File: src/fps_pkg.sv
package fps_pkg;

    ////////////////////////////////////////////////////////////////////////
    // Timing
    localparam int CLK_PERIOD_NS = 5;
    localparam int SW_PERIOD_NS = 10000;
    localparam int SW_PERIOD_CYC = SW_PERIOD_NS / CLK_PERIOD_NS;
    localparam int MAX_DUTY_PCT = 80;
    localparam int MAX_ON_CYC = (SW_PERIOD_CYC * MAX_DUTY_PCT) / 100;
    localparam int DISCH_NS = 500;
    localparam int DISCH_CYC = DISCH_NS / CLK_PERIOD_NS;
    localparam int LEB_NS = 250;
    localparam int LEB_CYC = (LEB_NS + CLK_PERIOD_NS - 1) / CLK_PERIOD_NS;

    ////////////////////////////////////////////////////////////////////////
    // Register map
    localparam int ADDR_W = 12;
    localparam logic [11:0] ADDR_CTRL = 12'h000;
    localparam logic [11:0] ADDR_BLANK = 12'h004;
    localparam logic [11:0] ADDR_STATUS = 12'h008;
    localparam logic [11:0] ADDR_EVENT = 12'h00C;
    localparam logic [11:0] ADDR_PULSES = 12'h010;

    localparam int BLANK_W = 8;
    localparam logic [7:0] BLANK_RST = 8'(LEB_CYC);
    localparam int PULSE_CNT_W = 16;

    localparam int CTRL_INHIBIT_BIT = 0;

    localparam int ST_PHASE_LSB = 0;
    localparam int ST_GATE_BIT = 2;
    localparam int ST_DEMAG_BIT = 3;
    localparam int ST_OUTCOME_BIT = 4;
    localparam int ST_MODE_BIT = 5;
    localparam int ST_OVP_BIT = 6;
    localparam int ST_STBY_BIT = 7;
    localparam int ST_SELF_OSC_BIT = 8;

    localparam int EV_OC_BIT = 0;
    localparam int EV_REG_BIT = 1;
    localparam int EV_OVP_BIT = 2;
    localparam int EV_UVLO_BIT = 3;
    localparam int EV_RESTART_BIT = 4;
    localparam int EV_MODE_SET_BIT = 5;
    localparam int EV_MODE_CLR_BIT = 6;
    localparam int EV_W = 7;

    ////////////////////////////////////////////////////////////////////////
    // Types
    typedef enum logic [1:0] {PH_START_UP, PH_SWITCHING, PH_LATCHED_OFF} fps_phase_t;

    typedef struct packed {
        logic vccOverVolt;
        logic vccStartReached;
        logic vccBelowWork;
        logic vccBelowRestart;
        logic senseOverCurrent;
        logic regulationCompareSignal;
        logic windingBelowRef;
        logic fastOvervoltageTrip;
        logic modeDirectClear;
        logic windingGrounded;
    } fps_cmp_t;

    typedef struct packed {
        logic gateDrive;
        logic hvStartEn;
        logic senseSourceEn;
        logic standby;
    } fps_drv_t;

endpackage

File: src/fps_pwm_sequencer.sv
// Implementation choices: the placing of the registers and the APB slave port.
`timescale 1ns/10ps
// Operation
// - Cycle start sets latch; regulation or overcurrent clears
// - At most one gate pulse per cycle
// - Sense threshold flags overcurrent, ends on-time
// - Blank sense comparator after each turn-on
// - Stand-by enables sense current source
// - Demag latch holds until next pulse
// - Gate disabled while demagnetization runs
// - Fast overvoltage latches gate off
// - Grounded winding input disables demag, fast OVP
// - Oscillator waits at valley for demag done
// - Overvoltage keeps gate off until start-up
// - Start-up source on until start threshold
// - Pulse end stores outcome: one without overcurrent
// - Low working threshold ends switching, latches off
// - Restart threshold ends latched-off, restarts start-up
// - Start-up after overload clears mode latch
// - Clear mode latch means normal mode
// - On-time limited to maximum duty cycle
// - Overload keeps outcome latch at zero
// - Outcome one sets mode latch when latched-off
// - Low winding current clears mode latch directly
// - Set mode latch gives stand-by switching
module fps_pwm_sequencer
    import fps_pkg::*;
#(
    parameter int PERIOD_CYC = SW_PERIOD_CYC,
    parameter int MAX_ON = MAX_ON_CYC,
    parameter int DISCH = DISCH_CYC
) (
    input wire logic core_clk,
    input wire logic rst_n,
    input wire logic clkEn,
    input wire logic psel,
    input wire logic penable,
    input wire logic pwrite,
    input wire logic [ADDR_W-1:0] paddr,
    input wire logic [31:0] pwdata,
    input wire logic [3:0] pstrb,
    output logic [31:0] prdata,
    output logic pready,
    output logic pslverr,
    input wire fps_cmp_t cmpIn,
    output fps_drv_t drvOut
);

    localparam int CNT_W = $clog2(PERIOD_CYC + 1);
    localparam logic [CNT_W-1:0] LAST_CNT = CNT_W'(PERIOD_CYC - 1);
    localparam logic [CNT_W-1:0] MAX_ON_CNT = CNT_W'(MAX_ON);
    localparam logic [CNT_W-1:0] DISCH_START = CNT_W'(PERIOD_CYC - DISCH);
    localparam logic [CNT_W-1:0] CNT_ONE = CNT_W'(1);

    fps_cmp_t cmpMeta_r;
    fps_cmp_t cmp_r;
    fps_phase_t phase_r;
    logic [CNT_W-1:0] ramp_r;
    logic [BLANK_W-1:0] blankCnt_r;
    logic pulse_r;
    logic magnetResetDone_r;
    logic [1:0] gateHist_r;
    logic cycleOutcome_r;
    logic mode_r;
    logic ovp_r;
    logic standby_r;
    logic hvStartEn_r;
    logic inhibit_r;
    logic [BLANK_W-1:0] blank_r;
    logic [EV_W-1:0] event_r;
    logic [PULSE_CNT_W-1:0] pulses_r;
    logic [31:0] prdata_r;
    logic pready_r;
    logic pslverr_r;

    logic demagOk;
    logic fastOvEff;
    logic selfOsc;
    logic cycleStart;
    logic pulseSet;
    logic blankDone;
    logic overcurrentFlag;
    logic regTrip;
    logic dutyLimit;
    logic pulseClr;
    logic enterSwitch;
    logic enterLatched;
    logic enterStart;
    logic modeSet;
    logic modeClr;
    logic ovpSet;
    logic [EV_W-1:0] eventSet;
    logic accessPend;
    logic wrEn;
    logic hit;
    logic [31:0] rdValue;
    logic [31:0] statusWord;

    ////////////////////////////////////////////////////////////////////////
    // Comparator synchroniser
    always_ff @(posedge core_clk or negedge rst_n) begin
        if (!rst_n) begin
            cmpMeta_r <= '0;
            cmp_r <= '0;
        end else if (clkEn) begin
            cmpMeta_r <= cmpIn;
            cmp_r <= cmpMeta_r;
        end
    end

    ////////////////////////////////////////////////////////////////////////
    // Derived conditions
    assign demagOk = magnetResetDone_r || cmp_r.windingGrounded;
    assign fastOvEff = cmp_r.fastOvervoltageTrip && !cmp_r.windingGrounded;
    assign selfOsc = (ramp_r == '0) && !demagOk;
    assign cycleStart = (ramp_r == '0) && demagOk;
    assign pulseSet = cycleStart && (phase_r == PH_SWITCHING) && !ovp_r && !inhibit_r
        && !ovpSet;
    assign blankDone = (blankCnt_r >= blank_r);
    assign overcurrentFlag = pulse_r && blankDone && cmp_r.senseOverCurrent;
    assign regTrip = pulse_r && cmp_r.regulationCompareSignal;
    assign dutyLimit = pulse_r && (ramp_r >= MAX_ON_CNT);
    assign pulseClr = regTrip || overcurrentFlag || dutyLimit;

    assign enterSwitch = (phase_r == PH_START_UP) && cmp_r.vccStartReached;
    assign enterLatched = (phase_r == PH_SWITCHING) && cmp_r.vccBelowWork;
    assign enterStart = (phase_r == PH_LATCHED_OFF) && cmp_r.vccBelowRestart;
    assign modeSet = enterLatched && cycleOutcome_r;
    assign modeClr = (enterStart && !cycleOutcome_r) || cmp_r.modeDirectClear;
    assign ovpSet = cmp_r.vccOverVolt || fastOvEff;

    ////////////////////////////////////////////////////////////////////////
    // Oscillator ramp: holds at valley until demagnetization is done
    always_ff @(posedge core_clk or negedge rst_n) begin
        if (!rst_n) begin
            ramp_r <= '0;
        end else if (clkEn) begin
            if (ramp_r == LAST_CNT) begin
                ramp_r <= '0;
            end else if (ramp_r != '0 || demagOk) begin
                ramp_r <= ramp_r + CNT_ONE;
            end
        end
    end

    ////////////////////////////////////////////////////////////////////////
    // Phase sequencer
    always_ff @(posedge core_clk or negedge rst_n) begin
        if (!rst_n) begin
            phase_r <= PH_START_UP;
        end else if (clkEn) begin
            unique case (phase_r)
                PH_START_UP: begin
                    if (enterSwitch) begin
                        phase_r <= PH_SWITCHING;
                    end
                end
                PH_SWITCHING: begin
                    if (enterLatched) begin
                        phase_r <= PH_LATCHED_OFF;
                    end
                end
                PH_LATCHED_OFF: begin
                    if (enterStart) begin
                        phase_r <= PH_START_UP;
                    end
                end
                default: begin
                    phase_r <= PH_START_UP;
                end
            endcase
        end
    end

    ////////////////////////////////////////////////////////////////////////
    // Pulse latch; set only at cycle start, so one pulse per cycle
    always_ff @(posedge core_clk or negedge rst_n) begin
        if (!rst_n) begin
            pulse_r <= 1'b0;
        end else if (clkEn) begin
            if (pulse_r && (pulseClr || ovpSet || enterLatched || phase_r != PH_SWITCHING)) begin
                pulse_r <= 1'b0;
            end else if (pulseSet) begin
                pulse_r <= 1'b1;
            end
        end
    end

    // Leading edge blanking counter
    always_ff @(posedge core_clk or negedge rst_n) begin
        if (!rst_n) begin
            blankCnt_r <= '0;
        end else if (clkEn) begin
            if (pulseSet) begin
                blankCnt_r <= '0;
            end else if (pulse_r && !blankDone) begin
                blankCnt_r <= blankCnt_r + BLANK_W'(1);
            end
        end
    end

    ////////////////////////////////////////////////////////////////////////
    // Gate history: synced winding samples lag the gate by two flops
    always_ff @(posedge core_clk or negedge rst_n) begin
        if (!rst_n) begin
            gateHist_r <= '0;
        end else if (clkEn) begin
            gateHist_r <= {gateHist_r[0], pulse_r};
        end
    end

    // Demagnetization latch, armed only once synced samples show off-time
    always_ff @(posedge core_clk or negedge rst_n) begin
        if (!rst_n) begin
            magnetResetDone_r <= 1'b0;
        end else if (clkEn) begin
            if (pulseSet) begin
                magnetResetDone_r <= 1'b0;
            end else if (!pulse_r && gateHist_r == '0 && cmp_r.windingBelowRef) begin
                magnetResetDone_r <= 1'b1;
            end
        end
    end

    // Cycle outcome: an overcurrent at pulse end wins over regulation
    always_ff @(posedge core_clk or negedge rst_n) begin
        if (!rst_n) begin
            cycleOutcome_r <= 1'b0;
        end else if (clkEn) begin
            if (pulse_r && pulseClr) begin
                cycleOutcome_r <= !overcurrentFlag;
            end
        end
    end

    ////////////////////////////////////////////////////////////////////////
    // Mode latch, set wins
    always_ff @(posedge core_clk or negedge rst_n) begin
        if (!rst_n) begin
            mode_r <= 1'b0;
        end else if (clkEn) begin
            if (modeSet) begin
                mode_r <= 1'b1;
            end else if (modeClr) begin
                mode_r <= 1'b0;
            end
        end
    end

    // Overvoltage latch, cleared only by a new start-up
    always_ff @(posedge core_clk or negedge rst_n) begin
        if (!rst_n) begin
            ovp_r <= 1'b0;
        end else if (clkEn) begin
            if (ovpSet) begin
                ovp_r <= 1'b1;
            end else if (enterStart) begin
                ovp_r <= 1'b0;
            end
        end
    end

    ////////////////////////////////////////////////////////////////////////
    // Drive outputs
    always_ff @(posedge core_clk or negedge rst_n) begin
        if (!rst_n) begin
            standby_r <= 1'b0;
            hvStartEn_r <= 1'b1;
        end else if (clkEn) begin
            standby_r <= (phase_r == PH_SWITCHING) && mode_r;
            hvStartEn_r <= (phase_r == PH_START_UP) && !enterSwitch;
        end
    end

    assign drvOut.gateDrive = pulse_r;
    assign drvOut.hvStartEn = hvStartEn_r;
    assign drvOut.senseSourceEn = standby_r;
    assign drvOut.standby = standby_r;

    ////////////////////////////////////////////////////////////////////////
    // Sticky events and pulse counter
    always_comb begin
        eventSet = '0;
        eventSet[EV_OC_BIT] = overcurrentFlag;
        eventSet[EV_REG_BIT] = regTrip;
        eventSet[EV_OVP_BIT] = ovpSet;
        eventSet[EV_UVLO_BIT] = enterLatched;
        eventSet[EV_RESTART_BIT] = enterStart;
        eventSet[EV_MODE_SET_BIT] = modeSet;
        eventSet[EV_MODE_CLR_BIT] = modeClr && !modeSet;
    end

    always_ff @(posedge core_clk or negedge rst_n) begin
        if (!rst_n) begin
            event_r <= '0;
        end else if (clkEn) begin
            if (wrEn && paddr == ADDR_EVENT && pstrb[0]) begin
                event_r <= eventSet | (event_r & ~pwdata[EV_W-1:0]);
            end else begin
                event_r <= event_r | eventSet;
            end
        end
    end

    always_ff @(posedge core_clk or negedge rst_n) begin
        if (!rst_n) begin
            pulses_r <= '0;
        end else if (clkEn) begin
            if (wrEn && paddr == ADDR_PULSES) begin
                pulses_r <= pulseSet ? PULSE_CNT_W'(1) : '0;
            end else if (pulseSet) begin
                pulses_r <= pulses_r + PULSE_CNT_W'(1);
            end
        end
    end

    ////////////////////////////////////////////////////////////////////////
    // Control registers
    always_ff @(posedge core_clk or negedge rst_n) begin
        if (!rst_n) begin
            inhibit_r <= 1'b0;
            blank_r <= BLANK_RST;
        end else if (clkEn && wrEn && pstrb[0]) begin
            if (paddr == ADDR_CTRL) begin
                inhibit_r <= pwdata[CTRL_INHIBIT_BIT];
            end
            if (paddr == ADDR_BLANK) begin
                blank_r <= pwdata[BLANK_W-1:0];
            end
        end
    end

    ////////////////////////////////////////////////////////////////////////
    // APB slave: one wait state, read data sampled in the first access cycle, write data taken in the ready cycle
    assign accessPend = psel && penable && !pready_r;
    assign wrEn = psel && penable && pready_r && pwrite;

    always_comb begin
        statusWord = '0;
        statusWord[ST_PHASE_LSB +: 2] = phase_r;
        statusWord[ST_GATE_BIT] = pulse_r;
        statusWord[ST_DEMAG_BIT] = magnetResetDone_r;
        statusWord[ST_OUTCOME_BIT] = cycleOutcome_r;
        statusWord[ST_MODE_BIT] = mode_r;
        statusWord[ST_OVP_BIT] = ovp_r;
        statusWord[ST_STBY_BIT] = standby_r;
        statusWord[ST_SELF_OSC_BIT] = selfOsc;
    end

    always_comb begin
        hit = 1'b1;
        rdValue = '0;
        unique case (paddr)
            ADDR_CTRL: rdValue[CTRL_INHIBIT_BIT] = inhibit_r;
            ADDR_BLANK: rdValue[BLANK_W-1:0] = blank_r;
            ADDR_STATUS: rdValue = statusWord;
            ADDR_EVENT: rdValue[EV_W-1:0] = event_r;
            ADDR_PULSES: rdValue[PULSE_CNT_W-1:0] = pulses_r;
            default: hit = 1'b0;
        endcase
    end

    always_ff @(posedge core_clk or negedge rst_n) begin
        if (!rst_n) begin
            pready_r <= 1'b0;
            pslverr_r <= 1'b0;
            prdata_r <= '0;
        end else if (clkEn) begin
            pready_r <= accessPend;
            pslverr_r <= accessPend && !hit;
            if (accessPend) begin
                prdata_r <= (pwrite || !hit) ? 32'h0000_0000 : rdValue;
            end
        end
    end

    assign pready = pready_r;
    assign pslverr = pslverr_r;
    assign prdata = prdata_r;

endmodule

File: config.mk
export PLATFORM = sky130hd
export DESIGN_NAME = fps_pwm_sequencer
export DESIGN_NICKNAME = d
export VERILOG_FILES = /design/src/fps_pkg.sv /design/src/fps_pwm_sequencer.sv
export SDC_FILE = /design/constraint.sdc
export NUM_CORES = 1
export LEC_CHECK = 0
export BUFFER_PORTS_ARGS = -buffer_cell sky130_fd_sc_hd__buf_2
export CAP_MARGIN = 40
export CORE_AREA = 2 2 81 140
export DETAILED_ROUTE_END_ITERATION = 10
export DIE_AREA = 0 0 83 142
export GPL_TIMING_DRIVEN = 0
export PLACE_DENSITY = 0.83
export SLEW_MARGIN = 20
export SYNTH_ARGS = -nofsm -noshare
export SYNTH_HDL_FRONTEND = slang
export SYNTH_SLANG_ARGS = --single-unit
File: constraint.sdc
create_clock -name core_clk -period 2.9 [get_ports core_clk]
set_clock_uncertainty 0.2 [all_clocks]
set_input_delay 0.58 -clock core_clk [delete_from_list [all_inputs] [get_ports core_clk]]
set_output_delay 0.58 -clock core_clk [all_outputs]
set_load 0.02 [all_outputs]
==> impl_metrics.py, run 1 <==
metrics = {
    "layout": {
        "finish.utilization_pct": 56.7,
        "syn2layout_area_growth_pct": 16.6,
        "n_antenna_cell": 0,
        "final_net_count": 679,
        "share_of_layout_cells_above_drive_strength_1_pct": 22.9,
        "final.fill_count": 895,
    },
    "logic_synthesis": {
        "syn_inst": 514,
        "synth-seq-cells": 100,
        "synth.yosys.warnings": 0,
        "dominantRegCellSynth": "sky130_fd_sc_hd__dfrtp_1",
        "synth-edff-count": 0,
        "synth-seq-area-share_pct": 48.2,
        "postSynth.asyncResetShare_pct": 100,
        "syn-cell-area_sq_um": 5200,
        "synth_cell_types": 62,
        "synthesis.area_per_instance_sq_um": 10.1,
    },
    "worst_setup_path": {
        "startpoint_type": "primary input",
        "setup.worst_path.class": "primary input to flop",
        "worst-endpoint-arrival_ns": 2.80,
        "worst-path-max-fanout": 10,
        "rr_startpoint": "blank_r[1]",
        "r2r_setup_slack_ns": 0.19,
        "timing.rr.end": "blankCnt_r[0]",
        "worstPathRequired_ns": 2.92,
        "r2r_cells": 7,
        "endpoint_kind_of_the_worst_setup_timing_path": "flop",
    },
    "floorplan": {
        "fp.dieArea_sq_um": 11800,
        "core.rowCount": 50,
        "design.core.area_sq_um": 10700,
        "die_y_um": 142,
        "initial_core_util_pct": 48.7,
        "die_width_um": 83,
        "design.portCount": 102,
    },
    "pwr": {
        "power-per-cell-area_nw_per_um2": 566,
        "ir_drop_mv": 0.402,
        "power_leakage_uw": 0.00291,
        "fin_total_pwr_uw": 3440,
    },
    "global_routing": {
        "pin_count_of_the_biggest_net_entering_global_routing": 83,
        "global_route.overflow_total": 0,
        "grt_use_total_pct": 22.6,
        "first_global_vias": 4428,
        "grt_antenna_before_repair": 0,
        "grt_first_pass_wirelength_um": 21100,
    },
    "sta": {
        "timing.final.crit_period_ns": 2.77,
        "setup_violations": 0,
        "hold-worst-slack_ns": 0.255,
        "fin_setup_tns_ns": 0,
        "timing.final.hold_violations": 0,
        "max_slew_margin_pct": 49.9,
        "finalCritPeriodShare_pct": 95.7,
        "max_freq_mhz": 360,
        "final-max-slew-violation-count": 0,
        "unrepaired_setup_endpoints_after_global_routing": "false",
        "worst_slew_pin_slew_ns": 0.751,
    },
    "hold_path": {
        "hp-start": "cmpIn[8]",
        "timing.hold.worst.class": "primary input to flop",
        "hold_critical_path_endpoint": "cmpMeta_r[8]",
        "min_path_cells": 2,
    },
    "cts": {
        "cts_buffers": 9,
        "cts-htree-levels": 3,
        "cts_setup_buffers": 0,
        "clk_transition_reported_paths_ns": 0.07,
        "tritoncts_clock_tree": "done",
        "ctsRootBufferMaster": "sky130_fd_sc_hd__clkbuf_16",
        "clk_path_buf_depth": 2,
        "clk-insertion-delay-late_ns": 0.35,
        "clock_sink_count": 100,
    },
    "routing": {
        "wire_per_inst_um": 17.9,
        "drt-pass1-iter-count": 8,
        "routed-via-count": 4306,
        "antenna_violating_nets_post_route": 0,
        "wirelength_um": 13200,
        "drt_drc_violations_left": 0,
        "vias_per_cell": 5.83,
        "drt-initial-drc-count": 365,
    },
    "placed_design": {
        "place_hpwl_um": 10000,
        "place.gp.congestion": 0.912,
        "portBuffers": 57,
    },
    "status": {
        "status": "complete, no violations",
    },
    "job": {
        "drv.max_cap_violation_count": 0,
    },
}
through the flow:
stage               setup WS [ns]  std cells  cell area [sq um]
finish                      0.126        738               6070
global route              0.00997        738               6070
CTS                         0.138        736               6060
detailed placement         -0.224        719               5750
global placement           -0.212        716               5710
floorplan                -0.00470        529               5260
layout by cell type (no fill, tap or decap), types with 7 or more instances in the layout:
cell type,instances
sky130_fd_sc_hd__dfrtp_1,96
sky130_fd_sc_hd__buf_2,58
sky130_fd_sc_hd__nand2_1,42
sky130_fd_sc_hd__inv_1,35
sky130_fd_sc_hd__o21ai_0,33
sky130_fd_sc_hd__nor2_1,29
sky130_fd_sc_hd__mux2_2,25
sky130_fd_sc_hd__buf_4,20
sky130_fd_sc_hd__clkbuf_1,18
sky130_fd_sc_hd__nand3_1,16
sky130_fd_sc_hd__conb_1,16
sky130_fd_sc_hd__xnor2_1,15
sky130_fd_sc_hd__nand4_1,13
sky130_fd_sc_hd__ha_1,12
sky130_fd_sc_hd__nor4_1,11
sky130_fd_sc_hd__nor3_1,10
sky130_fd_sc_hd__nor2b_1,10
sky130_fd_sc_hd__and3_1,9
sky130_fd_sc_hd__clkbuf_16,9
sky130_fd_sc_hd__a22o_1,8
sky130_fd_sc_hd__mux2i_1,8
sky130_fd_sc_hd__a22oi_1,7
cells in the mapped netlist (4+ instances only):
cell type | n | share of area, %
sky130_fd_sc_hd__dfrtp_1 | 96 | 46
sky130_fd_sc_hd__nand2_1 | 42 | 3.0
sky130_fd_sc_hd__inv_1 | 35 | 2.5
sky130_fd_sc_hd__o21ai_0 | 33 | 3.2
sky130_fd_sc_hd__nor2_1 | 29 | 2.1
sky130_fd_sc_hd__mux2_2 | 25 | 5.4
sky130_fd_sc_hd__buf_4 | 20 | 2.9
sky130_fd_sc_hd__clkbuf_1 | 18 | 1.3
sky130_fd_sc_hd__nand3_1 | 16 | 1.5
sky130_fd_sc_hd__xnor2_1 | 15 | 2.5
sky130_fd_sc_hd__nand4_1 | 13 | 1.6
sky130_fd_sc_hd__ha_1 | 12 | 2.9
sky130_fd_sc_hd__nor4_1 | 11 | 1.3
sky130_fd_sc_hd__nor2b_1 | 10 | 1.2
sky130_fd_sc_hd__nor3_1 | 10 | 0.96
sky130_fd_sc_hd__and3_1 | 9 | 1.1
sky130_fd_sc_hd__a22o_1 | 8 | 1.3
sky130_fd_sc_hd__mux2i_1 | 8 | 1.5
sky130_fd_sc_hd__a22oi_1 | 7 | 1.0
sky130_fd_sc_hd__a21oi_1 | 6 | 0.58
sky130_fd_sc_hd__a222oi_1 | 6 | 1.2
sky130_fd_sc_hd__a311oi_1 | 5 | 0.84
sky130_fd_sc_hd__nand2b_1 | 5 | 0.60
sky130_fd_sc_hd__o31ai_1 | 5 | 0.72
sky130_fd_sc_hd__xor2_1 | 5 | 0.84
sky130_fd_sc_hd__a21o_1 | 4 | 0.58
sky130_fd_sc_hd__and2_1 | 4 | 0.48
sky130_fd_sc_hd__dfstp_2 | 4 | 2.0
sky130_fd_sc_hd__nor4b_1 | 4 | 0.67
flip-flops by register name, indices dropped and copies added (netlist names), 2 cells and up:
register,flops
pulses_r,16
cmpMeta_r,10
blankCnt_r,8
phase_r,2
prdata,16
blank_r,8
event_r,7
cmp_r,10
gateHist_r,2
ramp_r,11
worst max-delay path by stage:
stage / endpoint / startpoint / slack [ns]
after floorplan: blank_r[0] / paddr[7] / -0.005
after global placement: prdata[15] / paddr[7] / -0.21
after detailed placement: pulses_r[7] / paddr[7] / -0.22
after CTS: pulses_r[7] / paddr[7] / 0.14
after global routing: blankCnt_r[0] / blank_r[1] / 0.01
final: pulses_r[7] / paddr[7] / 0.13
routing by layer:
layer  wire length [um]  vias to the layer above  track usage (%)  part of all wire [%]
met2               7030                      160             40.4                    53
met5                  0                        -                0                     0
li1                   -                     1979                -                     -
met1               4640                     2107             23.1                    35
met3                533                       60             3.36                   4.0
met4                992                        0             18.3                   7.5
kinds of logic after synthesis:
| group | share of synthesized area, % |
|---|---|
| xor gates and xnor gates | 3.37 |
| AOI/OAI and AO/OA | 12.6 |
| muxes | 7.52 |
| buffers and inverters | 7.28 |
| DFF | 48.2 |
| adders and majority gates | 2.88 |
| and+or+nand+nor | 18.1 |
| other | 0.0720 |
cell type report:
cell class / instances / area [sq um] / area share [%]
well taps: 130 / 163 / 2.68
clock buffers: 10 / 239 / 3.94
inverters: 35 / 131 / 2.16
repair buffers: 63 / 349 / 5.75
multi-input cells: 352 / 2370 / 39.1
flip-flops and latches: 100 / 2510 / 41.3
clock inverters: 6 / 56.3 / 0.928
plain buffers: 42 / 248 / 4.08
power breakdown:
group / switching (uW) / internal (uW) / leakage (uW) / total [uW]
logic: 318 / 247 / 0.00151 / 565
clock network: 563 / 622 / 0.000143 / 1190
registers: 147 / 1540 / 0.00126 / 1690
total: 1030 / 2410 / 0.00291 / 3440
repair_timing:
item                       CTS  global route
hold buffers                 1             0
setup endpoints to repair    0             0
hold endpoints to repair    18             0
gates resized for setup      0             0
critical path: stages:
cell	delay [ns]
sky130_fd_sc_hd__buf_2	0.10
sky130_fd_sc_hd__or4_4	0.52
sky130_fd_sc_hd__or3_1	0.39
sky130_fd_sc_hd__buf_6	0.15
sky130_fd_sc_hd__nor3_1	0.50
sky130_fd_sc_hd__clkbuf_1	0.43
sky130_fd_sc_hd__nor2_1	0.11
Note: power is estimated with default switching activity, not from simulation.
==> run 2, diff against run 1 <==
--- a/config.mk
+++ b/config.mk
@@ -7,11 +7,15 @@
 export LEC_CHECK = 0
 export BUFFER_PORTS_ARGS = -buffer_cell sky130_fd_sc_hd__buf_2
 export CAP_MARGIN = 40
-export CORE_AREA = 2 2 81 140
+export CELL_PAD_IN_SITES_DETAIL_PLACEMENT = 1
+export CELL_PAD_IN_SITES_GLOBAL_PLACEMENT = 1
+export CORE_AREA = 2 2 87 151
+export CTS_CLUSTER_DIAMETER = 30
 export DETAILED_ROUTE_END_ITERATION = 10
-export DIE_AREA = 0 0 83 142
+export DIE_AREA = 0 0 89 153
 export GPL_TIMING_DRIVEN = 0
-export PLACE_DENSITY = 0.83
+export MAX_ROUTING_LAYER = met4
+export PLACE_DENSITY = 0.9
 export SLEW_MARGIN = 20
 export SYNTH_ARGS = -nofsm -noshare
 export SYNTH_HDL_FRONTEND = slang
==> impl_metrics.py, run 2 (same netlist as run 1, synthesis figures left out) <==
metrics = {
    "sta": {
        "worst_slew_pin_slew_ns": 0.762,
        "final-max-slew-violation-count": 0,
        "unrepaired_setup_endpoints_after_global_routing": "false",
        "setup_slack_ns": 0.0970,
        "setup_violations": 0,
        "max_freq_mhz": 357,
        "timing.final.hold_violations": 0,
        "timing.final.crit_period_ns": 2.80,
        "finalCritPeriodShare_pct": 96.7,
        "hold-worst-slack_ns": 0.257,
        "max_slew_margin_pct": 49.1,
    },
    "cts": {
        "cts_setup_buffers": 0,
        "ctsRootBufferMaster": "sky130_fd_sc_hd__clkbuf_16",
        "clk_path_buf_depth": 2,
        "tritoncts_clock_tree": "done",
        "cts-htree-levels": 3,
        "clk-insertion-delay-late_ns": 0.35,
        "cts_buffers": 9,
        "clk_transition_reported_paths_ns": 0.07,
        "clock_sink_count": 100,
    },
    "worst_setup_path": {
        "crit_path_top_delay_cell": "sky130_fd_sc_hd__or4_1",
        "endpoint_kind_of_the_worst_setup_timing_path": "flop",
        "crit_chain": "buf_2, or4_4, or3_1, buf_6, or4_1, o21ai_0, nand2_1",
        "worst-path-max-fanout": 9,
        "worst-endpoint-arrival_ns": 2.84,
        "setup.worst_path.class": "primary input to flop",
        "worstPathRequired_ns": 2.94,
        "worst-path-buf-inv": 2,
        "critPathMaxStageDelay_ns": 0.69,
        "r2r_setup_slack_ns": 0.18,
        "path_delay_family": "simple AND/OR/NAND/NOR gates",
        "startpoint_type": "primary input",
    },
    "floorplan": {
        "core.rowCount": 54,
        "fp.dieArea_sq_um": 13600,
        "initial_core_util_pct": 41.9,
        "design.core.area_sq_um": 12400,
        "design.portCount": 102,
        "die_y_um": 153,
        "die_width_um": 89,
    },
    "global_routing": {
        "global_route.overflow_total": 0,
        "first_global_vias": 5014,
        "grt_antenna_before_repair": 0,
        "pin_count_of_the_biggest_net_entering_global_routing": 76,
        "grt_first_pass_wirelength_um": 25400,
        "grt_use_total_pct": 25.0,
    },
    "layout": {
        "fin_cells": 777,
        "share_of_layout_cells_above_drive_strength_1_pct": 23.6,
        "most_common_cell_after_layout_fill_and_taps_aside": "sky130_fd_sc_hd__dfrtp_1",
        "n_antenna_cell": 0,
        "finish.utilization_pct": 49.5,
        "design_area_sq_um": 6150,
        "final_cell_mix": "sky130_fd_sc_hd__dfrtp_1, sky130_fd_sc_hd__buf_2, sky130_fd_sc_hd__nand2_1",
        "syn2layout_area_growth_pct": 18.1,
        "final_net_count": 680,
    },
    "placed_design": {
        "post_dp_cell_area_sq_um": 5810,
        "portBuffers": 57,
        "place_hpwl_um": 11800,
        "place_ws_ns": -0.310,
        "placedCellCount": 757,
        "place.gp.congestion": 0.927,
    },
    "pwr": {
        "power-per-cell-area_nw_per_um2": 565,
        "power_leakage_uw": 0.00291,
        "ir_drop_mv": 0.369,
    },
    "routing": {
        "drt_drc_violations_left": 0,
        "drt-pass1-iter-count": 6,
        "vias_per_cell": 5.79,
        "antenna_violating_nets_post_route": 0,
        "wirelength_um": 16200,
        "drt-initial-drc-count": 241,
        "wire_per_inst_um": 20.8,
        "routed-via-count": 4497,
    },
    "hold_path": {
        "timing.hold.worst.class": "primary input to flop",
    },
    "status": {
        "status": "complete, no violations",
    },
    "job": {
        "drv.max_cap_violation_count": 0,
    },
}
==> run 2: cell count changes in the layout (fill, tap and decap cells not counted), sizes merged <==
cell	delta
clkbuf	+1
clkdlybuf4s15	+1
clkinv	-1
==> run 2: metrics by stage <==
stage	power, uW	TNS (ns)
after detailed placement	2290	-6.36
after floorplan	2050	-0.00939
after global routing	3620	0
final	3480	0
after global placement	2230	-6.63
after CTS	3470	0
==> run 2: routing by layer <==
metal  vias to the layer above  track usage (%)  part of all wire (%)  wire length (um)
li1                       1983                -                     -                 -
met1                      2239             24.6                    35              5600
met2                       185             43.3                    53              8650
met3                        90             4.00                   4.5               721
met4                         0             17.3                   7.4              1200
met5                         -                -                     0                 0
==> run 2: worst paths after layout <==
| path | from | endpoint | cells past startpoint |
|---|---|---|---|
| max in group asynchronous | rst_n | hvStartEn_r | 3 |
| min | pwdata[7] | blank_r[7] | 2 |
| min in group asynchronous | rst_n | pulses_r[13] | 2 |
| max | paddr[7] | event_r[5] | 7 |
| min reg2reg | cmp_r[8] | hvStartEn_r | 1 |
| max reg2reg | ramp_r[0] | blankCnt_r[0] | 8 |
==> run 2: report_power, final <==
part,total [uW],internal (uW),switching (uW),leakage (uW)
Clock,1170,618,555,0.000138
Sequential,1700,1540,158,0.00126
Combinational,606,253,352,0.00152
Total,3480,2410,1070,0.00291
==> run 2: worst reg2reg max path, delay by kind of cell (launching register included) <==
family,cells,cell delay [ns]
AO/OA/AOI/OAI,1,0.25
adder cells (fa/ha/maj),1,0.14
buffers and inverters,2,0.42
multiplexers,1,0.33
AND/OR/NAND/NOR,3,0.85
flip-flops,1,0.42
==> run 2: timing repair <==
item,in CTS,in global routing
endpoints found under the setup margin,6,11
gates cloned,0,0
hold endpoints to repair,25,0
gates resized for setup,2,4
hold buffers,1,0
==> run 2: cell type report <==
class,instances,area (sq um)
Fill cell,1462,6280
Sequential cell,100,2510
Multi-Input combinational cell,352,2400
Timing Repair Buffer,64,360
Buffer,42,248
Clock buffer,11,243
Tap cell,168,210
Inverter,35,131
Clock inverter,5,45.0
==> run 3, diff against run 2 <==
--- a/config.mk
+++ b/config.mk
@@ -9,13 +9,15 @@
 export CAP_MARGIN = 40
 export CELL_PAD_IN_SITES_DETAIL_PLACEMENT = 1
 export CELL_PAD_IN_SITES_GLOBAL_PLACEMENT = 1
-export CORE_AREA = 2 2 87 151
+export CORE_AREA = 2 2 86 149
+export CTS_BUF_LIST = sky130_fd_sc_hd__clkbuf_4
 export CTS_CLUSTER_DIAMETER = 30
 export DETAILED_ROUTE_END_ITERATION = 10
-export DIE_AREA = 0 0 89 153
+export DIE_AREA = 0 0 88 151
 export GPL_TIMING_DRIVEN = 0
 export MAX_ROUTING_LAYER = met4
-export PLACE_DENSITY = 0.9
+export PLACE_DENSITY = 0.92
+export SKIP_LAST_GASP = 1
 export SLEW_MARGIN = 20
 export SYNTH_ARGS = -nofsm -noshare
 export SYNTH_HDL_FRONTEND = slang
==> impl_metrics.py, run 3 (same netlist as run 1, synthesis figures left out) <==
metrics = {
    "worst_setup_path": {
        "startpoint_type": "flop",
        "r2r_setup_slack_ns": -0.008,
        "setup.worst_path.class": "flop to flop",
        "worst-path-max-fanout": 5,
        "rr_startpoint": "blank_r[1]",
        "endpoint_kind_of_the_worst_setup_timing_path": "flop",
        "r2r_cells": 7,
        "timing.rr.end": "blankCnt_r[0]",
        "worstPathRequired_ns": 3.11,
        "worst-endpoint-arrival_ns": 3.12,
    },
    "layout": {
        "final_cell_mix": "sky130_fd_sc_hd__dfrtp_1, sky130_fd_sc_hd__buf_2, sky130_fd_sc_hd__nand2_1",
        "final_net_count": 679,
        "share_of_layout_cells_above_drive_strength_1_pct": 23.0,
        "most_common_cell_after_layout_fill_and_taps_aside": "sky130_fd_sc_hd__dfrtp_1",
        "finish.utilization_pct": 49.7,
        "syn2layout_area_growth_pct": 14.5,
    },
    "hold_path": {
        "timing.hold.worst.class": "primary input to flop",
        "hold_critical_path_endpoint": "cmpMeta_r[8]",
        "min_path_cells": 2,
        "hp-start": "cmpIn[8]",
    },
    "routing": {
        "wirelength_um": 15800,
        "drt-pass1-iter-count": 5,
        "routed-via-count": 4433,
        "antenna_violating_nets_post_route": 0,
        "drt_drc_violations_left": 0,
        "vias_per_cell": 5.73,
        "wire_per_inst_um": 20.4,
        "drt-initial-drc-count": 282,
    },
    "cts": {
        "tritoncts_clock_tree": "done",
        "ctsRootBufferMaster": "sky130_fd_sc_hd__clkbuf_4",
        "clk-insertion-delay-late_ns": 0.49,
        "cts_buffers": 9,
        "clk_transition_reported_paths_ns": 0.17,
        "cts-htree-levels": 3,
        "clock_sink_count": 100,
        "clk_path_buf_depth": 2,
    },
    "placed_design": {
        "place_ws_ns": -0.278,
        "place_hpwl_um": 11800,
        "place.gp.congestion": 0.954,
        "portBuffers": 57,
    },
    "pwr": {
        "fin_total_pwr_uw": 2990,
        "power-per-cell-area_nw_per_um2": 502,
        "power_leakage_uw": 0.00284,
        "ir_drop_mv": 0.194,
    },
    "floorplan": {
        "fp.dieArea_sq_um": 13300,
        "design.portCount": 102,
        "die_width_um": 88,
        "die_y_um": 151,
        "initial_core_util_pct": 43.4,
        "design.core.area_sq_um": 12000,
        "core.rowCount": 53,
    },
    "sta": {
        "timing.final.crit_period_ns": 2.91,
        "fin_setup_tns_ns": -0.00755,
        "max_slew_margin_pct": 50.2,
        "hold-worst-slack_ns": 0.110,
        "finalCritPeriodShare_pct": 100,
        "setup_violations": 1,
        "setup_slack_ns": -0.00755,
        "final-max-slew-violation-count": 0,
        "max_freq_mhz": 344,
        "timing.final.hold_violations": 0,
        "worst_slew_pin_slew_ns": 0.740,
    },
    "job": {
        "drv.max_cap_violation_count": 0,
    },
    "global_routing": {
        "pin_count_of_the_biggest_net_entering_global_routing": 78,
        "global_route.overflow_total": 0,
        "grt_first_pass_wirelength_um": 24700,
        "grt_antenna_before_repair": 1,
        "first_global_vias": 4854,
        "grt_use_total_pct": 25.3,
    },
    "status": {
        "failing_checks": "negative setup slack",
        "status": "finished with violations",
    },
}
==> run 3: power by group <==
part	switching (uW)	internal [uW]
clock	526	190
combinational	340	249
sequential	151	1540
==> run 3: critical path, stage by stage (launching register included) <==
cell	delay (ns)
sky130_fd_sc_hd__dfstp_2	0.56
sky130_fd_sc_hd__inv_1	0.06
sky130_fd_sc_hd__ha_1	0.18
sky130_fd_sc_hd__nor4_1	0.29
sky130_fd_sc_hd__o21ai_0	0.30
sky130_fd_sc_hd__a311oi_1	0.60
sky130_fd_sc_hd__nor3b_2	0.42
sky130_fd_sc_hd__mux2_2	0.22
==> run 3: per-stage QoR <==
step,instances,cell area [sq um]
floorplan,529,5260
global placement,751,5750
detailed placement,754,5800
CTS,771,5930
global route,774,5960
finish,774,5960
==> run 3: worst max-delay path by stage <==
stage,to,startpoint,cells after the start
2_1_floorplan,blank_r[0],paddr[7],7
3_3_place_gp,prdata[6],paddr[7],7
3_5_place_dp,pulses_r[7],paddr[7],7
4_1_cts,blankCnt_r[0],blank_r[1],7
5_1_grt,blankCnt_r[0],blank_r[1],7
6_report,blankCnt_r[0],blank_r[1],7
==> run 3: area by class of cell <==
| class | count | area (sq um) |
|---|---|---|
| fill | 1403 | 6040 |
| multi-input combinational | 352 | 2390 |
| timing repair buffer | 63 | 348 |
| buffer | 42 | 248 |
| antenna | 1 | 2.50 |
| tap | 165 | 206 |
| inverter | 35 | 131 |
| sequential | 100 | 2510 |
| clock buffer | 9 | 67.6 |
| clock inverter | 7 | 56.3 |
==> run 3: layer usage <==
layer / GRT usage [%] / part of all wire (%) / vias to the layer above
met3: 4.58 / 4.1 / 64
met1: 24.9 / 35 / 2236
li1: - / - / 1984
met5: - / 0 / -
met4: 17.2 / 7.0 / 0
met2: 44.1 / 54 / 149
==> run 3: repair_timing <==
item,CTS,global route
buffers inserted,0,0
endpoints found under the hold margin,23,0
resized for setup,1,2
hold buffers,1,0
endpoints found under the setup margin,2,5
